## config.mk

```make
export PLATFORM = sky130hd
export DESIGN_NAME = agcgs_top
export DESIGN_NICKNAME = d
export VERILOG_FILES = /design/src/agcgs_pkg.sv /design/src/agcgs_sync.sv /design/src/agcgs_timer.sv /design/src/agcgs_top.sv
export SDC_FILE = /design/constraint.sdc
export NUM_CORES = 1
export LEC_CHECK = 0
export BUFFER_PORTS_ARGS = -buffer_cell sky130_fd_sc_hd__clkbuf_2
export CORE_UTILIZATION = 25
export DETAILED_ROUTE_END_ITERATION = 8
export PLACE_DENSITY = 0.4
export SLEW_MARGIN = 20
export SYNTH_ARGS = -nofsm -noshare
export SYNTH_HDL_FRONTEND = slang
export SYNTH_SLANG_ARGS = --single-unit
```

## constraint.sdc

```tcl
create_clock -name mclk -period 12.7 [get_ports mclk]
set_clock_uncertainty 0.2 [all_clocks]
set_input_delay 1.27 -clock mclk [delete_from_list [all_inputs] [get_ports mclk]]
set_output_delay 1.27 -clock mclk [all_outputs]
set_load 0.05 [all_outputs]
```

## src/agcgs_pkg.sv

```systemverilog
package agcgs_pkg;
  // ---------------------------------------------------------
  // register port
  // ---------------------------------------------------------
  localparam int ADDR_W = 4;
  localparam int DATA_W = 16;
  localparam logic [3:0] OFF_CTRL = 4'h0;
  localparam logic [3:0] OFF_FIXED = 4'h1;
  localparam logic [3:0] OFF_MAXG = 4'h2;
  localparam logic [3:0] OFF_LIMIT = 4'h3;
  localparam logic [3:0] OFF_NGATE = 4'h4;
  localparam logic [3:0] OFF_ATTACK = 4'h5;
  localparam logic [3:0] OFF_RELEASE = 4'h6;
  localparam logic [3:0] OFF_HOLD = 4'h7;
  localparam logic [3:0] OFF_STATUS = 4'h8;
  // ---------------------------------------------------------
  // control and status fields
  // ---------------------------------------------------------
  localparam int CTRL_AGC_EN = 0;
  localparam int CTRL_LIM_EN = 1;
  localparam int CTRL_HOLD_EN = 2;
  localparam int CTRL_SD_LEFT = 3;
  localparam int CTRL_SD_RIGHT = 4;
  localparam int CTRL_RATIO_LO = 5;
  localparam int STAT_GATED = 8;
  localparam int STAT_AFTER_DEC = 9;
  localparam int STAT_TRACK = 10;
  // ---------------------------------------------------------
  // reset values
  // ---------------------------------------------------------
  localparam logic [6:0] RST_CTRL = 7'h07;
  localparam logic [5:0] RST_FIXED = 6'h06;
  localparam logic [4:0] RST_MAXG = 5'h1e;
  localparam logic [7:0] RST_LIMIT = 8'h00;
  localparam logic [7:0] RST_NGATE = 8'hc4;
  localparam logic [15:0] RST_ATTACK = 16'h0064;
  localparam logic [15:0] RST_RELEASE = 16'h2710;
  localparam logic [15:0] RST_HOLD = 16'h4e20;
  // ---------------------------------------------------------
  // gain law, in dB and half-dB codes
  // ---------------------------------------------------------
  localparam logic signed [10:0] ROT_DB = 11'sh00a;
  localparam logic signed [10:0] FIX_MIN_CMP = -11'sh01c;
  localparam logic signed [10:0] FIX_MIN_NOCMP = 11'sh000;
  localparam logic signed [10:0] FIX_MAX = 11'sh01e;
  localparam logic signed [10:0] GAIN_MIN_CODE = -11'sh038;
  localparam logic signed [10:0] GAIN_MAX_CODE = 11'sh03c;
  localparam logic signed [10:0] GAIN_STEP = 11'sh001;
  // ---------------------------------------------------------
  // timing: interval registers count ticks
  // ---------------------------------------------------------
  localparam int CLK_NS = 8;
  localparam int TICK_NS = 1000;
  localparam int TICK_CYC = (TICK_NS + CLK_NS - 1) / CLK_NS;
  localparam int SYNC_STAGES = 3;
  typedef enum logic [0:0] {M_FIXED, M_TRACK} agcgs_mode_e;
endpackage

```

## src/agcgs_sync.sv

```systemverilog
`timescale 1ns/1ps
module agcgs_sync #(
  parameter int W = 8
) (
  // clock and reset
  input wire logic mclk,
  input wire logic rst_b,
  // raw and settled value
  input wire logic [W-1:0] raw,
  output logic [W-1:0] settled
);
  logic [W-1:0] s1_q;
  logic [W-1:0] s2_q;
  logic [W-1:0] s3_q;
  logic [W-1:0] out_q;

  always_ff @(posedge mclk or negedge rst_b)
  begin
    if (!rst_b)
    begin
      s1_q <= '0;
      s2_q <= '0;
      s3_q <= '0;
    end
    else
    begin
      s1_q <= raw;
      s2_q <= s1_q;
      s3_q <= s2_q;
    end
  end

  // accept a change once the last two stages agree
  always_ff @(posedge mclk or negedge rst_b)
  begin
    if (!rst_b)
      out_q <= '0;
    else if (s2_q == s3_q)
      out_q <= s3_q;
  end

  assign settled = out_q;
endmodule // agcgs_sync

```

## src/agcgs_timer.sv

```systemverilog
`timescale 1ns/1ps
module agcgs_timer (
  // clock and reset
  input wire logic mclk,
  input wire logic rst_b,
  // tick and control
  input wire logic tick,
  input wire logic restart,
  input wire logic [15:0] limit,
  // interval over
  output logic done
);
  logic [15:0] count_q;

  // saturating tick counter, starts expired so nothing is pending
  always_ff @(posedge mclk or negedge rst_b)
  begin
    if (!rst_b)
      count_q <= 16'hffff;
    else if (restart)
      count_q <= 16'h0000;
    else if (tick && count_q != 16'hffff)
      count_q <= count_q + 16'h0001;
  end

  assign done = (count_q >= limit);
endmodule // agcgs_timer

```

## src/agcgs_top.sv

```systemverilog
`timescale 1ns/1ps
module agcgs_top (
  // clock and reset
  input wire logic mclk,
  input wire logic rst_b,
  // register port
  input wire logic [3:0] reg_addr,
  input wire logic [15:0] reg_wdata,
  input wire logic reg_wr,
  input wire logic reg_rd,
  output logic [15:0] reg_rdata,
  // envelope detector, dBV signed
  input wire logic [7:0] env_level,
  // amplifier stage
  output logic [7:0] gain_code,
  output logic gain_dec_pulse,
  output logic gain_inc_pulse,
  output logic left_on,
  output logic right_on
);
  // ---------------------------------------------------------
  // registers
  // ---------------------------------------------------------
  logic [6:0] ctrl_q;
  logic [5:0] fixed_q;
  logic [4:0] maxg_q;
  logic [7:0] limit_q;
  logic [7:0] ngate_q;
  logic [15:0] attack_q;
  logic [15:0] release_q;
  logic [15:0] hold_q;
  logic [15:0] rdata_q;
  logic signed [10:0] gain_q;
  logic signed [10:0] gain_d;
  logic dec_q;
  logic inc_q;
  logic left_on_q;
  logic right_on_q;
  logic after_dec_q;
  logic [6:0] tick_cnt_q;
  logic tick_q;
  agcgs_pkg::agcgs_mode_e mode_q;
  agcgs_pkg::agcgs_mode_e mode_d;
  logic gated;
  logic agc_en;
  logic lim_en;
  logic hold_en;
  logic sd_left;
  logic sd_right;
  logic [1:0] ratio;
  assign agc_en = ctrl_q[agcgs_pkg::CTRL_AGC_EN];
  assign lim_en = ctrl_q[agcgs_pkg::CTRL_LIM_EN];
  assign hold_en = ctrl_q[agcgs_pkg::CTRL_HOLD_EN];
  assign sd_left = ctrl_q[agcgs_pkg::CTRL_SD_LEFT];
  assign sd_right = ctrl_q[agcgs_pkg::CTRL_SD_RIGHT];
  assign ratio = ctrl_q[agcgs_pkg::CTRL_RATIO_LO +: 2];

  // ---------------------------------------------------------
  // register writes
  // ---------------------------------------------------------
  always_ff @(posedge mclk or negedge rst_b)
  begin
    if (!rst_b)
    begin
      ctrl_q <= agcgs_pkg::RST_CTRL;
      fixed_q <= agcgs_pkg::RST_FIXED;
      maxg_q <= agcgs_pkg::RST_MAXG;
      limit_q <= agcgs_pkg::RST_LIMIT;
      ngate_q <= agcgs_pkg::RST_NGATE;
      attack_q <= agcgs_pkg::RST_ATTACK;
      release_q <= agcgs_pkg::RST_RELEASE;
      hold_q <= agcgs_pkg::RST_HOLD;
    end
    else if (reg_wr)
    begin
      case (reg_addr)
        agcgs_pkg::OFF_CTRL: ctrl_q <= reg_wdata[6:0];
        agcgs_pkg::OFF_FIXED: fixed_q <= reg_wdata[5:0];
        agcgs_pkg::OFF_MAXG: maxg_q <= reg_wdata[4:0];
        agcgs_pkg::OFF_LIMIT: limit_q <= reg_wdata[7:0];
        agcgs_pkg::OFF_NGATE: ngate_q <= reg_wdata[7:0];
        agcgs_pkg::OFF_ATTACK: attack_q <= reg_wdata;
        agcgs_pkg::OFF_RELEASE: release_q <= reg_wdata;
        agcgs_pkg::OFF_HOLD: hold_q <= reg_wdata;
        default: ;
      endcase
    end
  end

  // ---------------------------------------------------------
  // register reads, data valid for one cycle only
  // ---------------------------------------------------------
  logic [15:0] status_word;
  assign status_word = {5'h00, (mode_q == agcgs_pkg::M_TRACK), after_dec_q, gated, gain_q[7:0]};
  always_ff @(posedge mclk or negedge rst_b)
  begin
    if (!rst_b)
      rdata_q <= 16'h0000;
    else if (reg_rd)
    begin
      case (reg_addr)
        agcgs_pkg::OFF_CTRL: rdata_q <= {9'h000, ctrl_q};
        agcgs_pkg::OFF_FIXED: rdata_q <= {10'h000, fixed_q};
        agcgs_pkg::OFF_MAXG: rdata_q <= {11'h000, maxg_q};
        agcgs_pkg::OFF_LIMIT: rdata_q <= {8'h00, limit_q};
        agcgs_pkg::OFF_NGATE: rdata_q <= {8'h00, ngate_q};
        agcgs_pkg::OFF_ATTACK: rdata_q <= attack_q;
        agcgs_pkg::OFF_RELEASE: rdata_q <= release_q;
        agcgs_pkg::OFF_HOLD: rdata_q <= hold_q;
        agcgs_pkg::OFF_STATUS: rdata_q <= status_word;
        default: rdata_q <= 16'h0000;
      endcase
    end
    else
      rdata_q <= 16'h0000;
  end

  // ---------------------------------------------------------
  // envelope input
  // ---------------------------------------------------------
  logic [7:0] env_sync;
  logic signed [10:0] env_db;
  agcgs_sync #(
    .W(8)
  ) u_env_sync (
    .mclk(mclk),
    .rst_b(rst_b),
    .raw(env_level),
    .settled(env_sync)
  );
  // gain decisions use the detector envelope only
  assign env_db = 11'(signed'(env_sync));

  // ---------------------------------------------------------
  // tick divider for the interval timers
  // ---------------------------------------------------------
  always_ff @(posedge mclk or negedge rst_b)
  begin
    if (!rst_b)
    begin
      tick_cnt_q <= 7'h00;
      tick_q <= 1'b0;
    end
    else if (tick_cnt_q == 7'(agcgs_pkg::TICK_CYC - 1))
    begin
      tick_cnt_q <= 7'h00;
      tick_q <= 1'b1;
    end
    else
    begin
      tick_cnt_q <= tick_cnt_q + 7'h01;
      tick_q <= 1'b0;
    end
  end

  // ---------------------------------------------------------
  // fixed gain range and target gain
  // ---------------------------------------------------------
  logic signed [10:0] fix_db;
  logic signed [10:0] fix_lo;
  logic signed [10:0] fix_clamped;
  logic signed [10:0] fix_code;
  logic signed [10:0] diff_half;
  logic signed [10:0] comp_half;
  logic signed [10:0] lim_code;
  logic signed [10:0] max_code;
  logic signed [10:0] target;

  assign fix_db = 11'(signed'(fixed_q));
  assign fix_lo = (ratio != 2'b00) ? agcgs_pkg::FIX_MIN_CMP : agcgs_pkg::FIX_MIN_NOCMP;
  assign fix_code = fix_clamped <<< 1;
  assign diff_half = (agcgs_pkg::ROT_DB - env_db) <<< 1;
  assign lim_code = ((11'(signed'(limit_q))) - env_db) <<< 1;
  assign max_code = 11'({1'b0, maxg_q}) <<< 1;

  always_comb
  begin
    if (fix_db < fix_lo)
      fix_clamped = fix_lo;
    else if (fix_db > agcgs_pkg::FIX_MAX)
      fix_clamped = agcgs_pkg::FIX_MAX;
    else
      fix_clamped = fix_db;
  end

  always_comb
  begin
    if (ratio == 2'b00)
      comp_half = 11'sh000;
    else
      comp_half = diff_half - (diff_half >>> ratio);
    target = fix_code + comp_half;
    if (target > max_code)
      target = max_code;
    if (lim_en && target > lim_code)
      target = lim_code;
    if (target > agcgs_pkg::GAIN_MAX_CODE)
      target = agcgs_pkg::GAIN_MAX_CODE;
    if (target < agcgs_pkg::GAIN_MIN_CODE)
      target = agcgs_pkg::GAIN_MIN_CODE;
  end

  // ---------------------------------------------------------
  // interval timers
  // ---------------------------------------------------------
  logic attack_done;
  logic release_done;
  logic hold_done;
  logic restart;
  agcgs_timer u_attack (
    .mclk(mclk),
    .rst_b(rst_b),
    .tick(tick_q),
    .restart(restart),
    .limit(attack_q),
    .done(attack_done)
  );
  agcgs_timer u_release (
    .mclk(mclk),
    .rst_b(rst_b),
    .tick(tick_q),
    .restart(restart),
    .limit(release_q),
    .done(release_done)
  );
  agcgs_timer u_hold (
    .mclk(mclk),
    .rst_b(rst_b),
    .tick(tick_q),
    .restart(restart),
    .limit(hold_q),
    .done(hold_done)
  );

  // ---------------------------------------------------------
  // step decisions
  // ---------------------------------------------------------
  logic need_dn;
  logic need_up;
  logic up_wait_ok;
  logic step_dn;
  logic step_up;
  logic wake;
  logic sd_left_q;
  logic sd_right_q;
  assign gated = (env_db < 11'(signed'(ngate_q)));
  // no step while the target sits on the current gain
  assign need_dn = (gain_q > target);
  assign need_up = (gain_q < target);
  // with hold enabled, the first rise after a drop waits for hold as well as release
  assign up_wait_ok = release_done && (!(hold_en && after_dec_q) || hold_done);
  // drop at once when attack is idle, otherwise wait for it
  assign step_dn = (mode_q == agcgs_pkg::M_TRACK) && !gated && need_dn && attack_done
                   && (gain_q > agcgs_pkg::GAIN_MIN_CODE);
  assign step_up = (mode_q == agcgs_pkg::M_TRACK) && !gated && need_up && up_wait_ok
                   && (gain_q < agcgs_pkg::GAIN_MAX_CODE);
  assign wake = (sd_left_q && !sd_left) || (sd_right_q && !sd_right);
  // every gain step, mode change and wake restarts all three intervals
  assign restart = step_dn || step_up || (mode_q != mode_d) || wake;

  // ---------------------------------------------------------
  // mode
  // ---------------------------------------------------------
  always_comb
  begin
    case (mode_q)
      agcgs_pkg::M_FIXED:
      begin
        if (agc_en && !(sd_left && sd_right))
          mode_d = agcgs_pkg::M_TRACK;
        else
          mode_d = agcgs_pkg::M_FIXED;
      end
      agcgs_pkg::M_TRACK:
      begin
        if (!agc_en || (sd_left && sd_right))
          mode_d = agcgs_pkg::M_FIXED;
        else
          mode_d = agcgs_pkg::M_TRACK;
      end
      default: mode_d = agcgs_pkg::M_FIXED;
    endcase
  end
  always_ff @(posedge mclk or negedge rst_b)
  begin
    if (!rst_b)
      mode_q <= agcgs_pkg::M_FIXED;
    else
      mode_q <= mode_d;
  end

  // ---------------------------------------------------------
  // gain code
  // ---------------------------------------------------------
  always_comb
  begin
    if (mode_q != agcgs_pkg::M_TRACK || wake)
      gain_d = fix_code;
    else if (step_dn)
      gain_d = gain_q - agcgs_pkg::GAIN_STEP;
    else if (step_up)
      gain_d = gain_q + agcgs_pkg::GAIN_STEP;
    else
      gain_d = gain_q;
  end
  always_ff @(posedge mclk or negedge rst_b)
  begin
    if (!rst_b)
      gain_q <= 11'sh000;
    else
      gain_q <= gain_d;
  end
  always_ff @(posedge mclk or negedge rst_b)
  begin
    if (!rst_b)
    begin
      dec_q <= 1'b0;
      inc_q <= 1'b0;
    end
    else
    begin
      dec_q <= step_dn && !wake;
      inc_q <= step_up && !wake;
    end
  end

  // first rise after a drop uses hold
  always_ff @(posedge mclk or negedge rst_b)
  begin
    if (!rst_b)
      after_dec_q <= 1'b0;
    else if (mode_q != agcgs_pkg::M_TRACK || wake)
      after_dec_q <= 1'b0;
    else if (step_dn)
      after_dec_q <= 1'b1;
    else if (step_up)
      after_dec_q <= 1'b0;
  end

  // ---------------------------------------------------------
  // channel shutdown
  // ---------------------------------------------------------
  always_ff @(posedge mclk or negedge rst_b)
  begin
    if (!rst_b)
    begin
      sd_left_q <= 1'b0;
      sd_right_q <= 1'b0;
      left_on_q <= 1'b0;
      right_on_q <= 1'b0;
    end
    else
    begin
      sd_left_q <= sd_left;
      sd_right_q <= sd_right;
      left_on_q <= !sd_left;
      right_on_q <= !sd_right;
    end
  end

  assign reg_rdata = rdata_q;
  assign gain_code = gain_q[7:0];
  assign gain_dec_pulse = dec_q;
  assign gain_inc_pulse = inc_q;
  assign left_on = left_on_q;
  assign right_on = right_on_q;
endmodule // agcgs_top

```

# Word-level counts from Yosys, hierarchy flattened
# Cells that the tools add are included.
[totals] reg_bits=205 input_bits=32 out_inout_bits=28 wordCells=142
[classes] add_sub_neg=10 magnitude_cmp=14 n_eq_ne=14 shift=1 n_mux=27 bitwise=1 n_reduce_logical=48
[op_table] op="$pmux 16 s9" count=1
[op_table] op="$mux 16" count=7
[op_table] op="$mux 11" count=9
[op_table] op="$add 16x1->16 const B" count=3
[op_table] op="$ge 16x16->1" count=3
[op_table] op="$ne 16x16->1 const B" count=3
[op_table] op="$gt 11x7->1 const B" count=2
[op_table] op="$lt 11x7->1 const B" count=2
[op_table] op="$mux 10" count=2
[op_table] op="$logic_and 1x1->1" count=19
[op_table] op="$eq 4x3->1 const B" count=4
[op_table] op="$reduce_and 2->1" count=8
[op_table] op="$add 11x11->11" count=1
[op_table] op="$add 11x2->11 const B" count=1
[op_table] op="$gt 11x10->1" count=1
[op_table] op="$gt 11x11->1" count=1
[op_table] op="$gt 11x7->1" count=1
[op_table] op="$lt 11x11->1" count=1
[op_table] op="$lt 6x11->1" count=1
[op_table] op="$sshr 10x2->11" count=1
[op_table] op="$sub 10x11->11" count=1
[op_table] op="$sub 11x2->11 const B" count=1
[op_table] op="$sub 5x8->9 const A" count=1
[op_table] op="$sub 8x8->9" count=1
[op_table] op="other kinds (19)" count=40

# Logic depth before layout (Yosys ltp)
# Gate-level depths: netlist of run 1.
[logic_depth] word_depth=22 mapped_depth=62 ltp_nobuf=59

# Hierarchy
# From an unflattened synthesis of run 1, not the netlist that was laid out.
[hier_totals] cells_unflattened=1393 area_unflattened_um2=13795.7
[by_module_without_submodules] mod="agcgs_top" n_inst=1 cells_per_inst=886 area_each_um2=8802.2 seq_area_each_um2=3159.3
[by_module_without_submodules] mod="agcgs_timer" n_inst=3 cells_per_inst=152 area_each_um2=1338.8 seq_area_each_um2=420.4
[by_module_without_submodules] mod="agcgs_sync" n_inst=1 cells_per_inst=51 area_each_um2=977.2 seq_area_each_um2=800.8

# Worst setup path before layout of run 1
# OpenSTA, ideal clock, no wires.
[synth_path] kind="reg2reg" start="register ctrl_q[6]" end="register gain_q[10]" arrival_time_ps=11222 path_slack_ps=1135 stages_incl_launch_ff=56 path_buffers=4 synth_period_minus_slack_ps=11565 cell_sequence="dfrtp_1 buf_6 or2_4 clkinv_4 clkbuf_1 ha_1 or4b_4 o31a_1 o211a_1 ha_1 fa_1 a21o_1 a21oi_1 xnor2_1 ha_1 and3_1 a221o_1 a21o_1 (+20 left out) o21a_1 o21a_1 o21ai_0 o2bb2ai_1 nor2_1 nand4_1 inv_2 fa_1 a21o_1 a21oi_1 o21bai_1 a21oi_1 o21ai_0 a21o_1 a21oi_1 nor2_1 a221oi_1 a311oi_1"
[synth_via] elab_chain_cells=20
[synth_rtl] element="start, declared" line="agcgs_top.sv:24" text="logic [6:0] ctrl_q;"
[synth_rtl] element="start signal, assigned" line="agcgs_top.sv:65" text="ctrl_q <= agcgs_pkg::RST_CTRL;"
[synth_rtl] element="start signal, assigned" line="agcgs_top.sv:77" text="agcgs_pkg::OFF_CTRL: ctrl_q <= reg_wdata[6:0];"
[synth_rtl] element="$reduce_bool 2->1" line="agcgs_top.sv:170" text="assign fix_lo = (ratio != 2'b00) ? agcgs_pkg::FIX_MIN_CMP : agcgs_pkg::FIX_MIN_NOCMP;"
[synth_rtl] element="$mux 11" line="agcgs_top.sv:170"
[synth_rtl] element="$lt 6x11->1" line="agcgs_top.sv:178" text="if (fix_db < fix_lo)"
[synth_rtl] element="$mux 10" line="agcgs_top.sv:178"
[synth_rtl] element="$add 11x11->11" line="agcgs_top.sv:192" text="target = fix_code + comp_half;"
[synth_rtl] element="$gt 11x7->1" line="agcgs_top.sv:193" text="if (target > max_code)"
[synth_rtl] element="$mux 11" line="agcgs_top.sv:193"
[synth_rtl] element="$gt 11x10->1" line="agcgs_top.sv:195" text="if (lim_en && target > lim_code)"
[synth_rtl] element="(+3 left out)"
[synth_rtl] element="$mux 11" line="agcgs_top.sv:197" text="if (target > agcgs_pkg::GAIN_MAX_CODE)"
[synth_rtl] element="$lt 11x7->1" line="agcgs_top.sv:199" text="if (target < agcgs_pkg::GAIN_MIN_CODE)"
[synth_rtl] element="$mux 11" line="agcgs_top.sv:199"
[synth_rtl] element="$gt 11x11->1" line="agcgs_top.sv:248" text="assign need_dn = (gain_q > target);"
[synth_rtl] element="$logic_and 1x1->1 (2 in series)" line="agcgs_top.sv:253" text="assign step_dn = (mode_q == agcgs_pkg::M_TRACK) && !gated && need_dn && attack_done"
[synth_rtl] element="$logic_and 1x1->1" line="agcgs_top.sv:254" text="&& (gain_q > agcgs_pkg::GAIN_MIN_CODE);"
[synth_rtl] element="$mux 11" line="agcgs_top.sv:299" text="else if (step_dn)"
[synth_rtl] element="$mux 11" line="agcgs_top.sv:297" text="if (mode_q != agcgs_pkg::M_TRACK || wake)"
[synth_rtl] element="end signal, assigned" line="agcgs_top.sv:311" text="gain_q <= gain_d;"
[synth_rtl] element="end, declared" line="agcgs_top.sv:33" text="logic signed [10:0] gain_q;"
# Parallel ways exist; a longest one is shown, timed or not.
# A chain may end at the register's enable or synchronous reset.

# Final worst setup path of run 1
# Same ends and word-level chain as after synthesis.

==> metrics.md, run 1 <==
| Metric | Value |
|---|---|
| Status | finished clean |
| Final Worst Setup Slack | 798 ps |
| Layout cells sized above 1 | 17.5% |
| DP Cell Count | 2137 |
| Post-DP HPWL | 30700 um |
| Register clock-pin slew on the reported worst setup and hold paths | 60 ps |
| Maximum vdd drop | 0.177 mV |
| IO Port Bufs | 59 |
| Async set-or-reset flop fraction in the synthesized netlist | 100% |
| Largest net degree at the start of global routing | 87 |
| Min Tclk post-route | 11900 ps |
| Final Hold Viols | 0 |
| Synth Register Bits | 205 |
| Fillers | 5613 |
| Yosys warnings | 0 |
| Hold_sp | u_env_sync.s1_q[3] |
| Setup TNS | 0 ps |
| Switching Fraction | 45.0% |
| Worst hold path class | reg -> reg |
| Power Total | 4.48 mW |
| P_int | 2.46 mW |
| Total gr overflow | 0 |
| Final wirelength | 40800 um |
| Worst path arrival time | 12080 ps |
| P&R area growth vs syn | 15.5% |
| # clock sinks | 205 |
| Clk Tree Root Cell | clkbuf_16 |
| Fin nets | 1643 |
| Part of the cycle the worst path needs | 93.7% |
| Dpl ws | 479 ps |
| Die X | 233 um |
| Setup CP Type | reg -> reg |
| # DRC | 0 |
| Multi-input logic area | 7440 um^2 |
| Reg power frac | 19.5% |
| Post-route insts no fill | 2189 |
| Core Area | 52600 um^2 |
| Placer Congestion | 0.861 |
| Fmax | 0.0840 GHz |
| Post-synth EDFFs | 0 |
| Slew @ Worst Pin | 1030 ps |
| Synth Area in Compound Gates | 15.9% |
| Synth Area in Simple Gates | 16.4% |
| Synth Instances | 1441 |
| XOR/XNOR Fraction of Synth Area | 5.95% |
| Total GRT Usage | 15.4% |
| CP startpoint | ctrl_q[6] |
| Pwr dens | 292 nW/um^2 |
| Vias per std cell | 4.75 |
| Leading register cell type out of synthesis | dfrtp_1 |
| Main combinational cell family by area after synthesis | simple AND/OR/NAND/NOR gates |
| Netlist Area Pre-Place | 13300 um^2 |
| CTS Buf Count | 26 |
| Register area | 5220 um^2 |
| Post-synthesis mux area share | 4.71% |
| CP required | 12880 ps |
| RSZ-0062 raised after global routing | false |
| CP max FO | 18 |
| First-pass GRT wire length | 64000 um |
| Startpoint types | register |
| DR iter-0 viols | 558 |
| Yosys top cell by area | dfrtp_1 |
| Sequential element share of the synthesized area | 39.3% |
| Clk Latency, worst-skew pair | 540 ps |
| Routed length per instance | 18.6 um |
| Die footprint | 54100 um^2 |
| Post-Synth Adder-Cell Area | 12.5% |
| Clock power frac | 19.2% |
| Cts hold-fix bufs | 0 |
| Largest stage delay, worst path | 480 ps |
| TritonRoute pass-1 iters | 5 |
| Combinational power share | 61.3% |
| Synth top area share | 24.8% |
| Max-Slew Margin vs Limit | 31.3% |
| Antenna violations before repair | 0 |
| CTS max path bufs | 3 |
| Vias in the first global route | 10.7k |
| Setup Viol. Count Final | 0 |
| Fin. max-slew vios | 0 |
| Vias post-DR | 10.4k |
| Maxcap violations | 0 |
| Leakage power | 6.76 nW |
| Initial Util | 25.3% |
| Crit. End Element | register |
| Switching pwr | 2.02 mW |
| Post-DRT Antenna Nets | 0 |
| Top cells by area, synth | dfrtp_1, dfstp_2, ha_1 |
| I/O pin count | 60 |
| H-tree depth | 1 |
| Synthesized net count | 1604 |
| Slowest cell on crit path | or4b_4 |
| CTS tree | yes |
| Count of cell types in the netlist | 84 |
| Reg-to-Reg Start | ctrl_q[6] |
| Row cnt | 84 |
| Die Y | 233 um |
| Avg Inst Size Synth | 9.23 um^2 |
[per-stage QoR]
| step | utilization, % | hold slack, ps | cell area, um^2 |
|---|---|---|---|
| 3_5_place_dp | 27.2 | 135 | 14300 |
| 4_1_cts | 29.1 | 147 | 15300 |
| 3_3_place_gp | 27.2 | 135 | 14300 |
| 6_report | 29.2 | 144 | 15400 |
| 5_1_grt | 29.2 | 146 | 15400 |
| 2_1_floorplan | - | 131 | 13300 |
[synthesized netlist by cell type, types with 9 or more instances]
| master | n |
|---|---|
| o21ai_0 | 109 |
| nand2b_1 | 14 |
| mux2_2 | 35 |
| nand3_1 | 34 |
| a22oi_1 | 12 |
| dfstp_2 | 73 |
| xor2_1 | 33 |
| and2_1 | 14 |
| nor2b_1 | 11 |
| ha_1 | 127 |
| nor2_1 | 147 |
| a21oi_1 | 61 |
| nand2_1 | 139 |
| a21o_1 | 37 |
| dfrtp_1 | 132 |
| o21a_1 | 10 |
| clkbuf_1 | 47 |
| and3_1 | 13 |
| xnor2_1 | 51 |
| inv_1 | 111 |
| mux2i_1 | 14 |
| o31ai_1 | 14 |
| nor3_1 | 20 |
| nand4_1 | 33 |
| nor4_1 | 9 |
| a31oi_1 | 15 |
[logic make-up (layout without fill, tap and decap cells)]
group	Yosys count	after routing
multiplexers	54	54
AND/OR/NAND/NOR	463	463
XOR/XNOR	86	86
AO/OA/AOI/OAI	327	327
flip-flops	205	205
adder cells (fa/ha/maj)	131	131
buffers and inverters	175	234
other	0	1
[state kept, by name, indices dropped and copies added, names as in the netlist, 6 cells and up]
| name | cells |
|---|---|
| limit_q | 8 |
| gain_q | 11 |
| fixed_q | 6 |
| reg_rdata | 16 |
| release_q | 16 |
| tick_cnt_q | 7 |
| attack_q | 16 |
| u_hold.count_q | 16 |
| ctrl_q | 7 |
| u_env_sync.settled | 8 |
| u_attack.count_q | 16 |
| u_release.count_q | 16 |
| u_env_sync.s2_q | 8 |
| u_env_sync.s1_q | 8 |
| u_env_sync.s3_q | 8 |
| hold_q | 16 |
| ngate_q | 8 |
[critical path: cells and delay by family, from the launching register on]
kind | cells | cell delay, ps
mux | 1 | 350
compound gates | 27 | 5120
xor+xnor | 1 | 160
simple gates | 12 | 2450
buf+inv | 2 | 290
flops | 1 | 350
fa+ha+maj | 8 | 2750
[per-layer routing]
layer	track usage, %	up-vias	share of wire [%]
met1	20.2	5036	46
li1	-	5130	-
met5	0	-	0
met2	26.5	167	48
met4	4.47	0	2.6
met3	1.85	57	3.2
[path summary, 6_finish.rpt]
kind | slack (ps) | to | depth (start not counted)
setup / recovery | 800 | gain_q[10] | 51
hold / removal | 140 | u_env_sync.s2_q[3] | 0
setup reg to reg | 800 | gain_q[10] | 51
hold reg to reg | 140 | u_env_sync.s2_q[3] | 0
max in group asynchronous | 10240 | attack_q[3] | 2
min in group asynchronous | 570 | reg_rdata[9] | 1
[repair_timing]
item | CTS | global route
resized for setup | 0 | 13
setup endpoints to repair | 0 | 4
buffers inserted | 0 | 3
[power by group through the flow]
stage	Clock (mW)	Sequential [mW]	Combinational [mW]
after floorplan	0	0.842	2.07
after global placement	0	0.887	2.66
after detailed placement	0	0.888	2.67
after CTS	0.886	0.878	2.69
after global routing	0.911	0.890	3.10
final	0.858	0.875	2.75
[cell type report]
class / count / share of cell area (%)
multi-input combinational: 1061 / 48.4
clock buffer: 31 / 4.63
inverter: 114 / 2.82
clock inverter: 17 / 1.91
timing repair buffer: 72 / 2.62
sequential: 205 / 34.0
tap: 688 / 5.60
antenna: 1 / 0.0163
[cells in the final DEF, fill, tap and decap left out, drive strengths merged, types with 8 or more instances in the layout]
cell type	count
mux2i	15
a21o	37
o21ai	110
a21oi	61
ha	127
nor4	9
clkbuf	89
nor3	20
xnor2	53
nand2	140
nand2b	14
o21bai	8
mux2	36
a31oi	15
and2	15
o21a	10
nor2	147
xor2	33
o31ai	14
nand3	34
dfstp	73
dfrtp	132
nor2b	11
a22oi	12
and3	13
inv	113
bufinv	8
nand4	33
buf	14
Power figures use the tool's default switching activity.
==> inputs of run 2 (changes only) <==
--- a/config.mk
+++ b/config.mk
@@ -6,9 +6,10 @@
 export NUM_CORES = 1
 export LEC_CHECK = 0
 export BUFFER_PORTS_ARGS = -buffer_cell sky130_fd_sc_hd__clkbuf_2
+export CORE_MARGIN = 5
 export CORE_UTILIZATION = 25
 export DETAILED_ROUTE_END_ITERATION = 8
-export PLACE_DENSITY = 0.4
+export PLACE_DENSITY = 0.42
 export SLEW_MARGIN = 20
 export SYNTH_ARGS = -nofsm -noshare
 export SYNTH_HDL_FRONTEND = slang
==> constraint.sdc (replaced) <==
create_clock -name mclk -period 10.7 [get_ports mclk]
set_clock_uncertainty 0.2 [all_clocks]
set_input_delay 1.07 -clock mclk [delete_from_list [all_inputs] [get_ports mclk]]
set_output_delay 1.07 -clock mclk [all_outputs]
set_load 0.05 [all_outputs]
==> metrics.md, run 2 (synthesis gave the netlist of run 1 again) <==
| Metric | Value |
|---|---|
| Fin. max-slew vios | 0 |
| # DRC | 0 |
| Util after Layout | 30.7% |
| DR iter-0 viols | 552 |
| Total gr overflow | 0 |
| Cts hold-fix bufs | 0 |
| CTS max path bufs | 3 |
| Placed cell area | 14700 um^2 |
| Reg-to-Reg Start | u_env_sync.settled[0] |
| Slew @ Worst Pin | 1290 ps |
| Max-Slew Margin vs Limit | 13.5% |
| Finished Cell Area | 16200 um^2 |
| Commonest non-fill, non-tap cells in the layout | nor2_1, nand2_1, dfrtp_1 |
| Dpl ws | -126 ps |
| Largest stage delay, worst path | 530 ps |
| Setup CP Type | reg -> reg |
| CTS Buf Count | 24 |
| Maximum vdd drop | 0.258 mV |
| Antenna violations before repair | 2 |
| Worst hold path class | reg -> reg |
| Status | finished clean |
| Die X | 241 um |
| Register clock-pin slew on the reported worst setup and hold paths | 70 ps |
| Final Worst Setup Slack | 127 ps |
| CP startpoint | u_env_sync.settled[0] |
| Hold_sp | u_env_sync.s1_q[6] |
| TritonRoute pass-1 iters | 5 |
| CTS tree | yes |
| Post-DP HPWL | 30900 um |
| IO Port Bufs | 59 |
| Core Area | 52700 um^2 |
| Row cnt | 84 |
| Die Y | 241 um |
| Leakage power | 7.14 nW |
| Setup Viol. Count Final | 0 |
| Worst path arrival time | 10780 ps |
| Vias per std cell | 4.77 |
| RSZ-0062 raised after global routing | true |
| Final wirelength | 41300 um |
| CP max FO | 7 |
| P&R area growth vs syn | 21.5% |
| I/O pin count | 60 |
| Clk Latency, worst-skew pair | 560 ps |
| Startpoint types | register |
| Layout cells sized above 1 | 24.3% |
| Slowest cell on crit path | fa_2 |
| Final Hold Viols | 0 |
| Placer Congestion | 0.812 |
| Post-DRT Antenna Nets | 0 |
| Initial Util | 25.3% |
| Crit. End Element | register |
| Vias post-DR | 10.8k |
| Most common cell after layout, fill and taps aside | nor2_1 |
| Min Tclk post-route | 10570 ps |
| Maxcap violations | 0 |
| First-pass GRT wire length | 64200 um |
| H-tree depth | 1 |
| Pwr dens | 381 nW/um^2 |
| Crit path top cell by count | o21a_1 |
| Fin nets | 1714 |
| Die footprint | 57900 um^2 |
| Total GRT Usage | 14.0% |
| CP top delay family | compound AO/OA/AOI/OAI gates |
| Part of the cycle the worst path needs | 98.8% |
| Buf/Inv on CP | 4 |
| Routed length per instance | 18.3 um |
| Largest net degree at the start of global routing | 85 |
| CP required | 10910 ps |
| # clock sinks | 205 |
| Fmax | 0.0946 GHz |
| Vias in the first global route | 10.9k |
| Clk Tree Root Cell | clkbuf_16 |
run 2: cell count changes in the layout (fill, tap and decap cells not counted), moves of 4 or more:
cell,previous run,this run
o21ai_2,1,5
nor2_1,147,142
o21ai_1,1,7
ha_4,0,4
a21oi_2,2,11
o21ai_0,108,98
a21oi_1,59,47
buf_6,0,5
ha_1,126,122
nor2_2,0,5
xnor2_1,47,43
buf_4,13,79
run 2: final timing paths:
| kind | to | slack [ps] | cells past startpoint |
|---|---|---|---|
| setup / recovery | gain_q[10] | 130 | 54 |
| hold / removal | u_env_sync.s2_q[6] | 140 | 0 |
| setup reg to reg | gain_q[10] | 130 | 54 |
| hold reg to reg | u_env_sync.s2_q[6] | 140 | 0 |
| max in group asynchronous | u_env_sync.settled[2] | 7790 | 3 |
| min in group asynchronous | reg_rdata[14] | 340 | 1 |
run 2: layout make-up:
type | count | area [um^2]
inverters | 114 | 435
multi-input cells | 1061 | 7760
well taps | 688 | 861
fillers | 5525 | 36500
diodes | 1 | 2.50
clock buffers | 28 | 646
clock inverters | 16 | 229
flip-flops and latches | 205 | 5220
repair buffers | 145 | 1000
run 2: metrics by stage:
stage                     TNS (ps)  hold slack, ps  std cells  power, mW
after floorplan                  0             131       1441       3.56
after detailed placement      -170             135       2182       4.79
final                            0             141       2258       6.16
after global placement           0             137       2182       4.78
after CTS                        0             141       2240       5.83
after global routing         -1370             144       2257       6.70
run 2: timing repair:
| action | in CTS | in global routing |
|---|---|---|
| hold endpoints to repair | 0 | 0 |
| pin swaps | 33 | 68 |
| resized for setup | 18 | 54 |
| setup endpoints to repair | 2 | 7 |
| cloned | 0 | 1 |
| setup buffers | 14 | 16 |
run 2: metal layers:
layer | up-vias | GRT usage (%) | share of wire (%)
met2 | 168 | 22.9 | 47
met3 | 56 | 1.92 | 3.7
met5 | - | 0 | 0.032
li1 | 5274 | - | -
met4 | 2 | 3.92 | 2.3
met1 | 5260 | 19.6 | 47
run 2: worst reg2reg max path, delay by kind of cell (launching register included):
kind                     cells  cell delay (ps)
adder cells (fa/ha/maj)      8             2660
AO/OA/AOI/OAI               27             4320
XOR/XNOR                     2              190
multiplexers                 2              600
AND/OR/NAND/NOR             11             1570
buffers and inverters        4              500
flip-flops                   1              410
run 2: where the power goes:
| part | internal (mW) | switching [mW] | total [mW] |
|---|---|---|---|
| sequential | 0.902 | 0.135 | 1.04 |
| combinational | 2.03 | 2.19 | 4.22 |
| clock | 0.555 | 0.349 | 0.904 |
